$ cat config.mk
export PLATFORM = sky130hd
export DESIGN_NAME = pscr_regs
export DESIGN_NICKNAME = d
export VERILOG_FILES = /design/src/design/pscr_pkg.sv /design/src/design/pscr_regs.sv
export SDC_FILE = /design/constraint.sdc
export NUM_CORES = 1
export LEC_CHECK = 0
export BUFFER_PORTS_ARGS = -buffer_cell sky130_fd_sc_hd__buf_2
export CAP_MARGIN = 20
export CORE_MARGIN = 2
export CORE_UTILIZATION = 47
export CTS_BUF_LIST = sky130_fd_sc_hd__clkbuf_8
export CTS_CLUSTER_DIAMETER = 100
export DETAILED_ROUTE_END_ITERATION = 6
export GPL_ROUTABILITY_DRIVEN = 0
export PLACE_DENSITY = 0.7
export SYNTH_ARGS = -nofsm -noshare
export SYNTH_HDL_FRONTEND = slang
export SYNTH_SLANG_ARGS = --single-unit
export TNS_END_PERCENT = 10
$ cat constraint.sdc
create_clock -name sys_clk_i -period 2.7 [get_ports sys_clk_i]
set_input_delay 0.405 -clock sys_clk_i [delete_from_list [all_inputs] [get_ports sys_clk_i]]
set_output_delay 0.405 -clock sys_clk_i [all_outputs]
set_load 0.01 [all_outputs]
$ cat src/design/pscr_pkg.sv
/*
  pscr_pkg: constants, register offsets, field positions and carrier types
  for the pin i/o and scan control register group.
  assumes: an 8-bit register port driven by the serial front end.
*/
// Operation
// - direction bit: 0 input, 1 output
// - drive bit: 0 open-drain, 1 push-pull
// - output pin drives its level bit
// - read-only input levels, writes ignored
// - scan start acts only in auto mode
// - start cycles enabled channels, ascending order
// - writing zero stops auto sequencing
// - two-bit mode: manual, auto, on-the-fly, reserved
// - manual mode uses manual channel field
// - codes 0-7 pick channels; 1xxx reserved
// - pin function bit: 0 analog, 1 gpio
// - scan mask bit includes channel in sequence
// - force analog overrides all pin settings
package pscr_pkg;

  // ---------------------------------------------------------------
  // register offsets
  // ---------------------------------------------------------------
  localparam logic [7:0] PIN_FUNCTION_OFS = 8'h05;
  localparam logic [7:0] PIN_DIRECTION_CTL_OFS = 8'h07;
  localparam logic [7:0] OUTPUT_DRIVE_TYPE_OFS = 8'h09;
  localparam logic [7:0] OUTPUT_LEVEL_SET_OFS = 8'h0B;
  localparam logic [7:0] INPUT_LEVEL_READ_OFS = 8'h0D;
  localparam logic [7:0] SCAN_CONTROL_OFS = 8'h10;
  localparam logic [7:0] MANUAL_CHANNEL_PICK_OFS = 8'h11;
  localparam logic [7:0] SCAN_ENABLE_MASK_OFS = 8'h12;

  // ---------------------------------------------------------------
  // fields and reset values
  // ---------------------------------------------------------------
  localparam int SCAN_START_BIT = 4;
  localparam int SCAN_MODE_LSB = 0;
  localparam logic [7:0] REG_RESET = 8'h00;
  localparam logic [7:0] SCAN_CONTROL_MASK = 8'h13;
  localparam logic [7:0] MANUAL_CHANNEL_MASK = 8'h0F;
  localparam logic [3:0] CHAN_RESERVED_BIT = 4'h8;

  typedef enum logic [1:0] {
    PSCR_MODE_MANUAL = 2'h0,
    PSCR_MODE_AUTO = 2'h1,
    PSCR_MODE_OTF = 2'h2,
    PSCR_MODE_RSVD = 2'h3
  } pscr_mode_t;

  // register access from the serial front end
  typedef struct packed {
    logic wr;
    logic rd;
    logic [7:0] addr;
    logic [7:0] wdata;
  } pscr_req_t;

  // pin driver controls, one bit per shared pin
  typedef struct packed {
    logic [7:0] out_level;
    logic [7:0] out_en;
  } pscr_pin_t;

endpackage : pscr_pkg

$ cat src/design/pscr_regs.sv
/*
  pscr_regs: pin direction, drive type, output level, input readback and
  channel scan control registers.
  assumes: reg requests synchronous to sys_clk_i; pin inputs synchronous;
  conv_done_i pulses once per finished conversion from the converter core.
*/
`timescale 1ns/1ps
`default_nettype none

module pscr_regs (
  // clock and reset
  input wire logic sys_clk_i,
  input wire logic sys_rst_i,
  // register port
  input wire pscr_pkg::pscr_req_t req_i,
  output logic [7:0] rdata_o,
  output logic rvalid_o,
  // force analog control from the general config register
  input wire logic force_analog_i,
  // shared pins
  input wire logic [7:0] pin_i,
  output logic [7:0] pin_o,
  output logic [7:0] pin_oe_o,
  output logic [7:0] analog_sel_o,
  // converter handshake
  input wire logic conv_done_i,
  output logic [2:0] conv_channel_o,
  output logic conv_channel_valid_o,
  output logic auto_running_o
);

  // ---------------------------------------------------------------
  // register storage
  // ---------------------------------------------------------------
  logic [7:0] pin_function;
  logic [7:0] pin_direction_ctl;
  logic [7:0] output_drive_type_bits;
  logic [7:0] output_level_bits;
  logic [7:0] input_level_bits;
  logic scan_start;
  pscr_pkg::pscr_mode_t scan_mode;
  logic [3:0] manual_channel_field;
  logic [7:0] scan_enable_mask;
  logic [2:0] auto_channel;
  logic [7:0] rdata;
  logic rvalid;

  function automatic logic hit(input pscr_pkg::pscr_req_t r, input logic [7:0] ofs);
    hit = r.wr && (r.addr == ofs);
  endfunction : hit

  // next enabled channel strictly above cur, wrapping; cur if none other
  function automatic logic [2:0] next_enabled(input logic [7:0] mask, input logic [2:0] cur);
    logic [2:0] idx;
    next_enabled = cur;
    for (int k = 7; k >= 1; k--) begin
      idx = cur + k[2:0];
      if (mask[idx]) begin
        next_enabled = idx;
      end
    end
  endfunction : next_enabled

  // lowest enabled channel, 0 when none
  function automatic logic [2:0] first_enabled(input logic [7:0] mask);
    first_enabled = 3'h0;
    for (int k = 7; k >= 0; k--) begin
      if (mask[k]) begin
        first_enabled = k[2:0];
      end
    end
  endfunction : first_enabled

  // ---------------------------------------------------------------
  // pin control
  // ---------------------------------------------------------------
  wire [7:0] gpio_active = force_analog_i ? 8'h00 : pin_function;
  wire [7:0] out_pins = gpio_active & pin_direction_ctl;
  // open-drain only pulls low; the pull-up provides the high level
  wire [7:0] drive_en = out_pins & (output_drive_type_bits | ~output_level_bits);
  pscr_pkg::pscr_pin_t pins;
  assign pins.out_en = drive_en;
  assign pins.out_level = output_level_bits;
  assign pin_o = pins.out_level;
  assign pin_oe_o = pins.out_en;
  assign analog_sel_o = ~gpio_active;

  // ---------------------------------------------------------------
  // register writes
  // ---------------------------------------------------------------
  wire wr_scan = hit(req_i, pscr_pkg::SCAN_CONTROL_OFS);
  wire wr_mask = hit(req_i, pscr_pkg::SCAN_ENABLE_MASK_OFS);
  wire [1:0] wr_mode = req_i.wdata[pscr_pkg::SCAN_MODE_LSB +: 2];
  wire wr_start = req_i.wdata[pscr_pkg::SCAN_START_BIT];

  always_ff @(posedge sys_clk_i) begin
    if (sys_rst_i) begin
      pin_function <= pscr_pkg::REG_RESET;
      pin_direction_ctl <= pscr_pkg::REG_RESET;
      output_drive_type_bits <= pscr_pkg::REG_RESET;
      output_level_bits <= pscr_pkg::REG_RESET;
      scan_enable_mask <= pscr_pkg::REG_RESET;
      manual_channel_field <= 4'h0;
      scan_mode <= pscr_pkg::PSCR_MODE_MANUAL;
      scan_start <= 1'b0;
    end else begin
      if (hit(req_i, pscr_pkg::PIN_FUNCTION_OFS)) pin_function <= req_i.wdata;
      if (hit(req_i, pscr_pkg::PIN_DIRECTION_CTL_OFS)) pin_direction_ctl <= req_i.wdata;
      if (hit(req_i, pscr_pkg::OUTPUT_DRIVE_TYPE_OFS)) output_drive_type_bits <= req_i.wdata;
      if (hit(req_i, pscr_pkg::OUTPUT_LEVEL_SET_OFS)) output_level_bits <= req_i.wdata;
      if (wr_mask) scan_enable_mask <= req_i.wdata;
      if (hit(req_i, pscr_pkg::MANUAL_CHANNEL_PICK_OFS)) manual_channel_field <= req_i.wdata[3:0];
      if (wr_scan) begin
        scan_mode <= pscr_pkg::pscr_mode_t'(wr_mode);
        scan_start <= wr_start;
      end
    end
  end

  // ---------------------------------------------------------------
  // channel sequencing
  // ---------------------------------------------------------------
  wire auto_run = scan_start && (scan_mode == pscr_pkg::PSCR_MODE_AUTO);
  wire start_edge = wr_scan && wr_start && (wr_mode == pscr_pkg::PSCR_MODE_AUTO);
  wire manual_ok = (manual_channel_field & pscr_pkg::CHAN_RESERVED_BIT) == 4'h0;
  wire mask_any = |scan_enable_mask;

  always_ff @(posedge sys_clk_i) begin
    if (sys_rst_i) begin
      auto_channel <= 3'h0;
    end else if (start_edge || (wr_mask && !auto_run)) begin
      auto_channel <= first_enabled(wr_mask ? req_i.wdata : scan_enable_mask);
    end else if (auto_run && conv_done_i) begin
      auto_channel <= next_enabled(scan_enable_mask, auto_channel);
    end
  end

  // on-the-fly selection lives in the serial frame logic, not here
  always_comb begin
    conv_channel_o = 3'h0;
    conv_channel_valid_o = 1'b0;
    unique case (scan_mode)
      pscr_pkg::PSCR_MODE_MANUAL: begin
        conv_channel_o = manual_channel_field[2:0];
        conv_channel_valid_o = manual_ok;
      end
      pscr_pkg::PSCR_MODE_AUTO: begin
        conv_channel_o = auto_channel;
        conv_channel_valid_o = auto_run && mask_any;
      end
      pscr_pkg::PSCR_MODE_OTF: begin
        conv_channel_valid_o = 1'b0;
      end
      pscr_pkg::PSCR_MODE_RSVD: begin
        conv_channel_valid_o = 1'b0;
      end
    endcase
  end
  assign auto_running_o = auto_run;

  // ---------------------------------------------------------------
  // readback
  // ---------------------------------------------------------------
  wire [7:0] scan_rd = {3'h0, scan_start, 2'h0, scan_mode} & pscr_pkg::SCAN_CONTROL_MASK;
  logic [7:0] next_rdata;
  always_comb begin
    unique case (req_i.addr)
      pscr_pkg::PIN_FUNCTION_OFS: next_rdata = pin_function;
      pscr_pkg::PIN_DIRECTION_CTL_OFS: next_rdata = pin_direction_ctl;
      pscr_pkg::OUTPUT_DRIVE_TYPE_OFS: next_rdata = output_drive_type_bits;
      pscr_pkg::OUTPUT_LEVEL_SET_OFS: next_rdata = output_level_bits;
      pscr_pkg::INPUT_LEVEL_READ_OFS: next_rdata = input_level_bits;
      pscr_pkg::SCAN_CONTROL_OFS: next_rdata = scan_rd;
      pscr_pkg::MANUAL_CHANNEL_PICK_OFS: next_rdata = {4'h0, manual_channel_field} & pscr_pkg::MANUAL_CHANNEL_MASK;
      pscr_pkg::SCAN_ENABLE_MASK_OFS: next_rdata = scan_enable_mask;
      default: next_rdata = 8'h00;
    endcase
  end

  always_ff @(posedge sys_clk_i) begin
    if (sys_rst_i) begin
      input_level_bits <= pscr_pkg::REG_RESET;
      rdata <= 8'h00;
      rvalid <= 1'b0;
    end else begin
      input_level_bits <= pin_i;
      rvalid <= req_i.rd;
      if (req_i.rd) rdata <= next_rdata;
    end
  end
  assign rdata_o = rdata;
  assign rvalid_o = rvalid;

  // ---------------------------------------------------------------
  // checks
  // ---------------------------------------------------------------
  AST_INPUT_RO: assert property (@(posedge sys_clk_i) disable iff (sys_rst_i)
    1'b1 |=> input_level_bits == $past(pin_i)) else $error("input level not sampled");
  AST_DIR: assert property (@(posedge sys_clk_i) disable iff (sys_rst_i)
    (~pin_direction_ctl & pin_oe_o) == 8'h00) else $error("input pin driven");
  AST_OD: assert property (@(posedge sys_clk_i) disable iff (sys_rst_i)
    (~output_drive_type_bits & pin_oe_o & pin_o) == 8'h00) else $error("open drain drove high");
  AST_LEVEL: assert property (@(posedge sys_clk_i) disable iff (sys_rst_i)
    (pin_oe_o & (pin_o ^ output_level_bits)) == 8'h00) else $error("wrong output level");
  AST_AUTO_ONLY: assert property (@(posedge sys_clk_i) disable iff (sys_rst_i)
    scan_mode != pscr_pkg::PSCR_MODE_AUTO |-> !auto_running_o) else $error("start outside auto");
  AST_START: assert property (@(posedge sys_clk_i) disable iff (sys_rst_i)
    start_edge |=> auto_running_o) else $error("scan did not start");
  AST_STOP: assert property (@(posedge sys_clk_i) disable iff (sys_rst_i)
    wr_scan && !wr_start |=> !auto_running_o && !(scan_mode == pscr_pkg::PSCR_MODE_AUTO && conv_channel_valid_o))
    else $error("scan did not stop");
  AST_MODE: assert property (@(posedge sys_clk_i) disable iff (sys_rst_i)
    wr_scan |=> scan_mode == $past(wr_mode)) else $error("mode not stored");
  AST_MANUAL: assert property (@(posedge sys_clk_i) disable iff (sys_rst_i)
    scan_mode == pscr_pkg::PSCR_MODE_MANUAL && manual_ok |-> conv_channel_o == manual_channel_field[2:0])
    else $error("manual channel wrong");
  AST_RSVD_CHAN: assert property (@(posedge sys_clk_i) disable iff (sys_rst_i)
    manual_channel_field[3] |-> !(scan_mode == pscr_pkg::PSCR_MODE_MANUAL && conv_channel_valid_o))
    else $error("reserved channel used");
  AST_FUNC: assert property (@(posedge sys_clk_i) disable iff (sys_rst_i)
    !force_analog_i |-> analog_sel_o == ~pin_function) else $error("pin function wrong");
  AST_MASK: assert property (@(posedge sys_clk_i) disable iff (sys_rst_i)
    auto_run && conv_done_i && mask_any && !start_edge && !wr_scan && !wr_mask |=> scan_enable_mask[auto_channel])
    else $error("disabled channel scanned");
  AST_FORCE: assert property (@(posedge sys_clk_i) disable iff (sys_rst_i)
    force_analog_i |-> pin_oe_o == 8'h00 && analog_sel_o == 8'hFF) else $error("force analog ignored");
  AST_GPIO_ONLY: assert property (@(posedge sys_clk_i) disable iff (sys_rst_i)
    (analog_sel_o & pin_oe_o) == 8'h00) else $error("analog pin driven");

  // ---------------------------------------------------------------
  // ordering helper: channel one step back
  // ---------------------------------------------------------------
  // check-only state; feeds no output, so it may lag freely
  logic [2:0] chk_prev_channel;
  logic chk_advanced;
  always_ff @(posedge sys_clk_i) begin
    if (sys_rst_i) begin
      chk_prev_channel <= 3'h0;
      chk_advanced <= 1'b0;
    end else begin
      chk_prev_channel <= auto_channel;
      chk_advanced <= auto_run && conv_done_i && !wr_mask && !wr_scan;
    end
  end
  wire [7:0] chk_below_new = (8'h01 << auto_channel) - 8'h01;
  wire [7:0] chk_upto_prev = (8'h02 << chk_prev_channel) - 8'h01;
  wire [7:0] chk_skipped = chk_below_new & ~chk_upto_prev;

  // ---------------------------------------------------------------
  // sequencing and reset checks
  // ---------------------------------------------------------------
  AST_ASCEND: assert property (@(posedge sys_clk_i) disable iff (sys_rst_i)
    chk_advanced && auto_channel > chk_prev_channel |-> (scan_enable_mask & chk_skipped) == 8'h00)
    else $error("enabled channel skipped");
  AST_WRAP: assert property (@(posedge sys_clk_i) disable iff (sys_rst_i)
    chk_advanced && auto_channel <= chk_prev_channel |->
      (scan_enable_mask & (~chk_upto_prev | chk_below_new)) == 8'h00)
    else $error("sequence wrapped too early");
  AST_RESTART: assert property (@(posedge sys_clk_i) disable iff (sys_rst_i)
    start_edge && mask_any |=> scan_enable_mask[auto_channel] && (scan_enable_mask & chk_below_new) == 8'h00)
    else $error("scan did not restart at lowest channel");
  AST_AUTO_VALID: assert property (@(posedge sys_clk_i) disable iff (sys_rst_i)
    auto_run && mask_any |-> conv_channel_valid_o && conv_channel_o == auto_channel)
    else $error("running scan gave no channel");
  AST_HOLD_STOPPED: assert property (@(posedge sys_clk_i) disable iff (sys_rst_i)
    !auto_run && !start_edge && !wr_mask |=> $stable(auto_channel))
    else $error("stopped scan moved");
  AST_RST_PINS: assert property (@(posedge sys_clk_i) disable iff (sys_rst_i)
    $past(sys_rst_i) |-> pin_oe_o == 8'h00 && analog_sel_o == 8'hFF && !auto_running_o)
    else $error("pins not idle after reset");

  // ---------------------------------------------------------------
  // storage, readback, drive and channel valid checks
  // ---------------------------------------------------------------
  AST_DIR_STORE: assert property (@(posedge sys_clk_i) disable iff (sys_rst_i)
    hit(req_i, pscr_pkg::PIN_DIRECTION_CTL_OFS) |=> pin_direction_ctl == $past(req_i.wdata))
    else $error("direction not stored");
  AST_DRIVE_STORE: assert property (@(posedge sys_clk_i) disable iff (sys_rst_i)
    hit(req_i, pscr_pkg::OUTPUT_DRIVE_TYPE_OFS) |=> output_drive_type_bits == $past(req_i.wdata))
    else $error("drive type not stored");
  AST_LEVEL_STORE: assert property (@(posedge sys_clk_i) disable iff (sys_rst_i)
    hit(req_i, pscr_pkg::OUTPUT_LEVEL_SET_OFS) |=> output_level_bits == $past(req_i.wdata))
    else $error("output level not stored");
  AST_PUSH_PULL: assert property (@(posedge sys_clk_i) disable iff (sys_rst_i)
    !force_analog_i |-> (pin_function & pin_direction_ctl & output_drive_type_bits & ~pin_oe_o) == 8'h00)
    else $error("push-pull output not driven");
  AST_DRIVE_LOW: assert property (@(posedge sys_clk_i) disable iff (sys_rst_i)
    !force_analog_i |-> (pin_function & pin_direction_ctl & ~output_level_bits & ~pin_oe_o) == 8'h00)
    else $error("low output not driven");
  AST_RDATA_IN: assert property (@(posedge sys_clk_i) disable iff (sys_rst_i)
    req_i.rd && req_i.addr == pscr_pkg::INPUT_LEVEL_READ_OFS |=> rvalid_o && rdata_o == $past(input_level_bits))
    else $error("input levels not returned");
  AST_RVALID_IDLE: assert property (@(posedge sys_clk_i) disable iff (sys_rst_i)
    !req_i.rd |=> !rvalid_o) else $error("read answer without read");
  AST_OTF_IDLE: assert property (@(posedge sys_clk_i) disable iff (sys_rst_i)
    scan_mode == pscr_pkg::PSCR_MODE_OTF || scan_mode == pscr_pkg::PSCR_MODE_RSVD |-> !conv_channel_valid_o)
    else $error("channel offered in other mode");
  AST_MANUAL_STORE: assert property (@(posedge sys_clk_i) disable iff (sys_rst_i)
    hit(req_i, pscr_pkg::MANUAL_CHANNEL_PICK_OFS) |=> manual_channel_field == $past(req_i.wdata[3:0]))
    else $error("manual channel not stored");
  AST_MANUAL_VALID: assert property (@(posedge sys_clk_i) disable iff (sys_rst_i)
    scan_mode == pscr_pkg::PSCR_MODE_MANUAL && !manual_channel_field[3] |-> conv_channel_valid_o)
    else $error("legal manual channel refused");
  AST_MASK_STORE: assert property (@(posedge sys_clk_i) disable iff (sys_rst_i)
    wr_mask |=> scan_enable_mask == $past(req_i.wdata))
    else $error("scan mask not stored");

endmodule : pscr_regs

`default_nettype wire

# --- Yosys cells after proc, flatten, opt, wreduce, memory -nomap -nowiden ---
# Cells that the tools add are included.
classes:
  shifts: 0
  div_mod_pow: 0
  n_bitwise: 5
  mux: 36
  n_lt_le_gt_ge: 7
  eq_ne: 12
  add_sub_neg: 7
  reduce_logical: 22
  n_mul: 0
ops:
  columns: ["cell", "n"]
  rows:
  - ["8-bit one-hot mux with 8 select lines", 1]
  - ["3-bit 2-to-1 mux", 17]
  - ["3-bit by 4-bit less-than comparator with 1-bit output (second input constant)", 7]
  - ["8-bit by 4-bit == test with 1-bit output (second input constant)", 3]
  - ["8-bit by 5-bit == test with 1-bit output (second input constant)", 3]
  - ["1-bit binary-select mux with 3-bit select", 7]
  - ["8-bit bitwise AND", 2]
  - ["8-bit by 3-bit == test with 1-bit output (second input constant)", 2]
  - ["8-bit 2-to-1 mux", 2]
  - ["8-bit NOT", 2]
  - ["1-bit logical AND", 13]
  - ["3-bit adder (second input constant)", 4]
  - ["8-bit bitwise OR", 1]
  - ["8-bit nonzero test", 1]
  - ["8-bit OR reduction", 1]
  - ["1-bit 2-to-1 mux", 7]
  - ["3-bit by 2-bit adder with 3-bit output (second input constant)", 2]
  - ["3-bit one-hot mux with 2 select lines", 1]
  - ["2-bit by 1-bit == test with 1-bit output (second input constant)", 2]
  - ["2-bit == test (second input constant)", 2]
  - ["4-bit zero test", 1]
  - ["3-bit by 1-bit adder with 3-bit output (second input constant)", 1]
  - ["1-bit one-hot mux with 3 select lines", 1]
  - ["2-bit zero test", 1]
  - ["other kinds (5)", 5]
totals:
  reg_bits: 67
  latchBits: 0
  rom_bits: 0
  word_cells: 101
  mem_count: 0
  in_bits: 30
  ram_bits: 0

# --- Logic depth before layout (Yosys ltp) ---
# Gate-level depths: netlist (run 1).
depth:
  depth_word: 12
  depth_mapped: 13
  ltp_nobuf: 9

# --- Least setup slack after synthesis (run 1) ---
# OpenSTA, ideal clock, no wires.
synth_path:
  path_kind: "register to register"
  from: "reg auto_channel[1]"
  to: "reg auto_channel[2]"
  path_stages_with_launch: 14
  path_slack_ns: -0.104
  arrival_time_ns: 2.671
  period_less_slack_ns: 2.804
  required_ns: 2.566
  cell_sequence: "dfxtp_1 buf_2 buf_2 inv_1 ha_1 buf_4 buf_2 mux2i_1 mux2i_1 o221ai_1 nand4_1 nor2b_1 o21ai_0 a211oi_2"
synth_via:
  elab_chain_len: 11
  elab_cells_between_ends: 32
synth_rtl:
  columns: ["element", "line", "source"]
  rows:
  - ["start: declaration", "pscr_regs.sv:44", "logic [2:0] auto_channel;"]
  - ["start signal: assignment", "pscr_regs.sv:132", "auto_channel <= first_enabled(wr_mask ? req_i.wdata : scan_enable_mask);"]
  - ["start signal: assignment", "pscr_regs.sv:134", "auto_channel <= next_enabled(scan_enable_mask, auto_channel);"]
  - ["3-bit adder", "pscr_regs.sv:57", "idx = cur + k[2:0];"]
  - ["1-bit binary-select mux with 3-bit select", "pscr_regs.sv:58", "if (mask[idx]) begin"]
  - ["1-bit 2-to-1 mux (not written as such)", "pscr_regs.sv:58", null]
  - ["3-bit 2-to-1 mux (6 in a row)", "pscr_regs.sv:58", null]
  - ["3-bit 2-to-1 mux", "pscr_regs.sv:133", "end else if (auto_run && conv_done_i) begin"]
  - ["3-bit 2-to-1 mux", "pscr_regs.sv:131", "end else if (start_edge || (wr_mask && !auto_run)) begin"]
# Several ways; a longest one is shown, not always the timed one. The select of a mux whose other input is x is not followed.
# A chain may end at the register's enable or synchronous reset.

# --- Worst setup path after layout (run 1) ---
# Ends and elaborated chain as after synthesis.

==> out/metrics.yaml, run 1 <==
power_density_nw_per_um2: 410
via_per_inst: 6.00
worst_slew_pin_slew_ns: 0.630
fillers: 815
worstPathRequired_ns: 2.93
gr-total-overflow: 0
ant_nets: 0
die_area_um2: 9640
setup_violations: 0
cts_num_sinks: 67
synth_warnings: 0
ys_ff_latch: 67
synthFlopType: "dfxtp_1"
power_leakage_nw: 1.90
fin_tns_setup_ns: 0
drt_first_pass_iters: 5
root_buffer: "clkbuf_8"
dp_hpwl_mm: 8.31
place_area_um2: 4570
drv_slew: 0
final_cell_mix: "nor2_1, dfxtp_1, buf_2"
peakVddDrop_v: 0.000334
fin_crit_sh: 0.918
clk_latency_ns: 0.36
synth-seq-area-share: 0.322
grt_setup_unrepaired: "false"
async_flop_share: 0
cp.arrival_ns: 2.71
status: "complete, no violations"
wire_per_inst_um: 17.8
synth_area_um2: 4170
hold_viol: 0
fmax_mhz: 403
hold_class: "input port to flop"
num_io_pins: 68
skew_ns: 0.00797
path_max_fanout: 10
die_h_um: 98.2
post_cts.repair.setup_buffers: 0
grt_pass1_vias: 3759
path_clk_slew_ns: 0.07
synth_nets: 527
cts_buffers: 9
ys_types: 62
syn_avg_cell_area_um2: 8.42
synth_edf_count: 0
synthCells: 495
grt_pass1_wl_mm: 19.1
worst_setup_path_start_kind: "flop"
wirelength_mm: 11.7
core_um2: 8680
critical_path_class: "flop to flop"
cts_tree: "built"
diodes: 0
routed-via-count: 3940
initial_core_util: 0.480
antenna_found_initial: 0
cp-end-kind: "flop"
portBuffers: 67
first_iter_violations: 402
final_layout_size_suffix_gt1_frac: 0.233
drv_cap: 0
holdWs_ns: 0.252
cts_max_level: 3
fin_crit_ns: 2.48
final_common_cell: "nor2_1"
grt_util_all_layers: 0.246
drc: 0
syn_to_final_growth_pct: 14.6
grt_max_degree: 49
final_nets: 576
placed_cells: 641
instances_no_fill: 657
relSlewSlack: 0.580
clock_path_buffers: 2
rows: 34
chipWidth_um: 98.2
final_area_um2: 4780
finish.utilization: 0.551
-- power breakdown --
group          internal, W  total (W)  leakage [nW]  switching (W)
Sequential         0.00100    0.00101         0.543     0.00000590
Clock             0.000384   0.000803        0.0880       0.000419
Combinational    0.0000519   0.000148          1.27      0.0000956
Total              0.00144    0.00196          1.90       0.000520
-- worst paths after layout --
| path | start | end | slack (ns) | cells past startpoint |
|---|---|---|---|---|
| worst max-delay path | auto_channel[1]$_SDFFE_PP0P_ | auto_channel[2]$_SDFFE_PP0P_ | 0.22 | 9 |
| worst min-delay path | pin_i[0] | input_level_bits[0]$_SDFF_PP0_ | 0.25 | 2 |
| worst max register to register | auto_channel[1]$_SDFFE_PP0P_ | auto_channel[2]$_SDFFE_PP0P_ | 0.22 | 9 |
| worst min register to register | pin_function[2]$_SDFFE_PP0P_ | pin_function[2]$_SDFFE_PP0P_ | 0.48 | 2 |
-- cells by family (layout without fill, tap and decap cells) --
| family | after synthesis | count (layout) | share of synthesized area |
|---|---|---|---|
| AND/OR/NAND/NOR | 190 | 190 | 0.231 |
| flip-flops | 67 | 67 | 0.322 |
| XOR/XNOR | 4 | 4 | 0.00840 |
| adder cells (fa/ha/maj) | 2 | 2 | 0.00600 |
| buffers and inverters | 54 | 108 | 0.0585 |
| multiplexers | 72 | 72 | 0.202 |
| AO/OA/AOI/OAI | 106 | 106 | 0.172 |
-- final cells by class --
cell class                 instances  area (um2)  share of cell area
multi-input combinational        374        2630               0.549
sequential                        67        1340               0.281
timing repair buffer              83         455              0.0953
clock buffer                      11         151              0.0317
tap                              108         135              0.0283
clock inverter                     5        36.3             0.00759
inverter                           9        33.8             0.00707
-- cell usage after synthesis (3+ instances only) --
master,count,area share
dfxtp_1,67,0.32
a221oi_1,4,0.0084
nor3_1,8,0.0096
nand2_1,34,0.031
clkbuf_1,24,0.022
o21a_1,3,0.0054
a21oi_1,33,0.040
inv_1,8,0.0072
a22o_1,4,0.0084
and2_1,3,0.0045
a222oi_1,3,0.0072
o21bai_1,3,0.0054
o22ai_1,5,0.0075
nor2_1,68,0.061
nor3b_1,9,0.016
o21ai_0,20,0.024
nand2b_1,12,0.018
a211oi_1,8,0.014
xor2_1,3,0.0063
nand3_1,16,0.019
buf_2,15,0.018
mux2i_1,61,0.15
mux4_2,7,0.038
o211ai_1,3,0.0054
nor2b_1,21,0.032
-- what timing repair did --
action                     CTS  global route
gates resized for setup      1             3
hold buffers                 0             0
gates cloned                 0             0
setup endpoints to repair    1             2
-- flip-flops by register name (all words and copies together) (netlist names) --
signal / cells
input_level_bits: 8
scan_start: 1
scan_mode: 2
pin_function: 8
manual_channel_field: 4
rdata_o: 8
scan_enable_mask: 8
rvalid_o: 1
output_drive_type_bits: 8
auto_channel: 3
pin_direction_ctl: 8
pin_o: 8
-- routing by layer --
layer	track usage	vias to the layer above	share of wire
met5	0	-	0
met4	0.0969	0	0.022
met3	0.0580	25	0.083
met2	0.382	175	0.46
met1	0.332	1877	0.43
li1	-	1863	-
-- critical path: stages (launching register included) --
cell      delay [ns]
dfxtp_1         0.33
inv_1           0.08
ha_4            0.37
mux2i_1         0.14
mux4_2          0.54
and2_1          0.18
nand4_1         0.11
nor2b_1         0.26
nor4b_2         0.28
a211oi_2        0.05
-- per-stage QoR --
stage | setup WS, ns | power [W]
6_report | 0.221 | 0.00196
3_3_place_gp | 0.178 | 0.00117
5_1_grt | 0.0249 | 0.00203
2_1_floorplan | 0.0443 | 0.00112
3_5_place_dp | 0.00282 | 0.00118
4_1_cts | 0.108 | 0.00196
Power figures use the tool's default switching activity.
==> run 2, diff against run 1 <==
==> constraint.sdc (replaced) <==
create_clock -name sys_clk_i -period 2.7 [get_ports sys_clk_i]
set_input_delay 0.27 -clock sys_clk_i [delete_from_list [all_inputs] [get_ports sys_clk_i]]
set_output_delay 0.27 -clock sys_clk_i [all_outputs]
set_load 0.01 [all_outputs]
==> run 2 against run 1 <==
  * Count of clock-buffer cells in the layout is the same
  * Sequential share of layout area shrank 0.36 points
  * Power grew 8.9%
  * Cell area grew 1.3%
  * Hold slack lost 0.13 ns
  * Clock power grew 22%
  * Die area is the same
  * Sequential power is essentially flat
  * Flip-flop and latch count is the same
==> out/metrics.yaml, run 2 (synthesized netlist as in run 1, its figures left out) <==
via_per_inst: 6.00  # about the same
cp-end-kind: "flop"
first_iter_violations: 353  # -12%
clk_latency_ns: 0.35  # about the same
grt_pass1_wl_mm: 18.9  # -1.2%
drc: 0  # unchanged
rows: 34  # unchanged
grt_max_degree: 58  # +18%
final_cell_mix: "nor2_1, dfxtp_1, buf_2"
peakVddDrop_v: 0.000358  # +7.3%
root_buffer: "clkbuf_8"
worst_slew_pin_slew_ns: 0.621  # -0.00840 ns
relSlewSlack: 0.586  # +0.00560
wire_per_inst_um: 17.9  # +0.44%
cts_buffers: 9  # unchanged
die_area_um2: 9640  # unchanged
portBuffers: 67  # unchanged
fin_crit_ns: 2.52  # +0.0380 ns
ff2ff_path_depth: 10  # +1
dp_hpwl_mm: 8.33  # +0.33%
worst_setup_path_start_kind: "flop"
fin_crit_sh: 0.932  # +0.0141
drt_first_pass_iters: 5  # unchanged
syn_to_final_growth_pct: 16.1
critical_path_class: "flop to flop"
gr-total-overflow: 0  # unchanged
path_clk_slew_ns: 0.07  # about the same
die_h_um: 98.2  # unchanged
finish.utilization: 0.558  # +0.00721
path_max_fanout: 11  # +1
worst_slack_ns: 0.183  # -0.0380 ns
routed-via-count: 3949  # +0.23%
hold_path_depth: 2  # unchanged
cts_tree: "built"
final_layout_size_suffix_gt1_frac: 0.238  # +0.00503
num_io_pins: 68  # unchanged
grt_pass1_vias: 3684  # -2.0%
drv_slew: 0  # unchanged
setup_violations: 0  # unchanged
fmax_mhz: 397  # -1.5%
ant_nets: 0  # unchanged
grt_setup_unrepaired: "false"
cts_max_level: 3  # unchanged
wirelength_mm: 11.8  # +0.59%
regArea_um2: 1340  # unchanged
clock_path_buffers: 2  # unchanged
cp.arrival_ns: 2.75  # +0.04 ns
multiInputGateArea_um2: 2630  # +0.29%
power_w: 0.00213  # +8.9%
worstPathRequired_ns: 2.93  # about the same
final_nets: 577  # +0.17%
status: "complete, no violations"
cts_num_sinks: 67  # unchanged
power_density_nw_per_um2: 441  # +7.5%
skew_ns: 0.00558  # -0.00239 ns
chipWidth_um: 98.2  # unchanged
core_um2: 8680  # unchanged
preCtsSetupSlack_ns: -0.00137  # -0.00419 ns
power_leakage_nw: 1.93  # +1.5%
diodes: 0  # unchanged
antenna_found_initial: 0  # unchanged
final_common_cell: "nor2_1"
fillers: 817  # +0.25%
hold_class: "input port to flop"
cts_hold_buf: 0  # unchanged
hold_viol: 0  # unchanged
initial_core_util: 0.480  # unchanged
drv_cap: 0  # unchanged
grt_util_all_layers: 0.242  # -0.00396
## run 2: cell type report
class / instances / share of cell area
Inverter: 9 / 0.00698
Clock inverter: 5 / 0.0173
Tap cell: 108 / 0.0279
Sequential cell: 67 / 0.277
Timing Repair Buffer: 84 / 0.0956
Clock buffer: 11 / 0.0313
Multi-Input combinational cell: 374 / 0.544
## run 2: power breakdown
group	leakage (nW)	internal [W]	switching, W	total (W)
clock	0.112	0.000573	0.000403	0.000976
sequential	0.543	0.00100	0.00000587	0.00101
combinational	1.27	0.0000527	0.0000961	0.000149
## run 2: routing by layer
| metal | GRT usage | up-vias | share of wire | routed length [um] |
|---|---|---|---|---|
| met1 | 0.332 | 1881 | 0.44 | 5160 |
| met3 | 0.0515 | 24 | 0.081 | 951 |
| li1 | - | 1864 | - | - |
| met2 | 0.381 | 180 | 0.46 | 5470 |
| met5 | 0 | - | 0 | 0 |
| met4 | 0.0780 | 0 | 0.018 | 208 |
## run 2: worst max-delay path: stages (launching register included)
cell,delay (ns)
dfxtp_1,0.33
inv_1,0.08
ha_4,0.36
buf_4,0.19
mux2i_2,0.27
mux2i_1,0.14
o221ai_2,0.30
nand4_1,0.19
nor2b_1,0.21
o21ai_0,0.22
a211oi_2,0.10
## run 2: stage by stage
stage | hold slack, ns | cells | cell area, um2 | setup TNS, ns
floorplan | 0.398 | 495 | 4190 | 0
global placement | 0.458 | 640 | 4560 | 0
detailed placement | 0.467 | 640 | 4560 | -0.00137
CTS | 0.120 | 656 | 4800 | 0
global route | 0.123 | 658 | 4840 | 0
finish | 0.122 | 658 | 4840 | 0
## run 2: final timing paths
check,start,to,slack [ns]
min reg2reg,pin_function[1]$_SDFFE_PP0P_,pin_function[1]$_SDFFE_PP0P_,0.48
max reg2reg,auto_channel[1]$_SDFFE_PP0P_,auto_channel[2]$_SDFFE_PP0P_,0.18
max,auto_channel[1]$_SDFFE_PP0P_,auto_channel[2]$_SDFFE_PP0P_,0.18
min,pin_i[4],input_level_bits[4]$_SDFF_PP0_,0.12
## run 2: timing repair
| item | CTS | global route |
|---|---|---|
| resized for setup | 0 | 6 |
| buffers inserted | 0 | 2 |
| setup endpoints to repair | 0 | 3 |
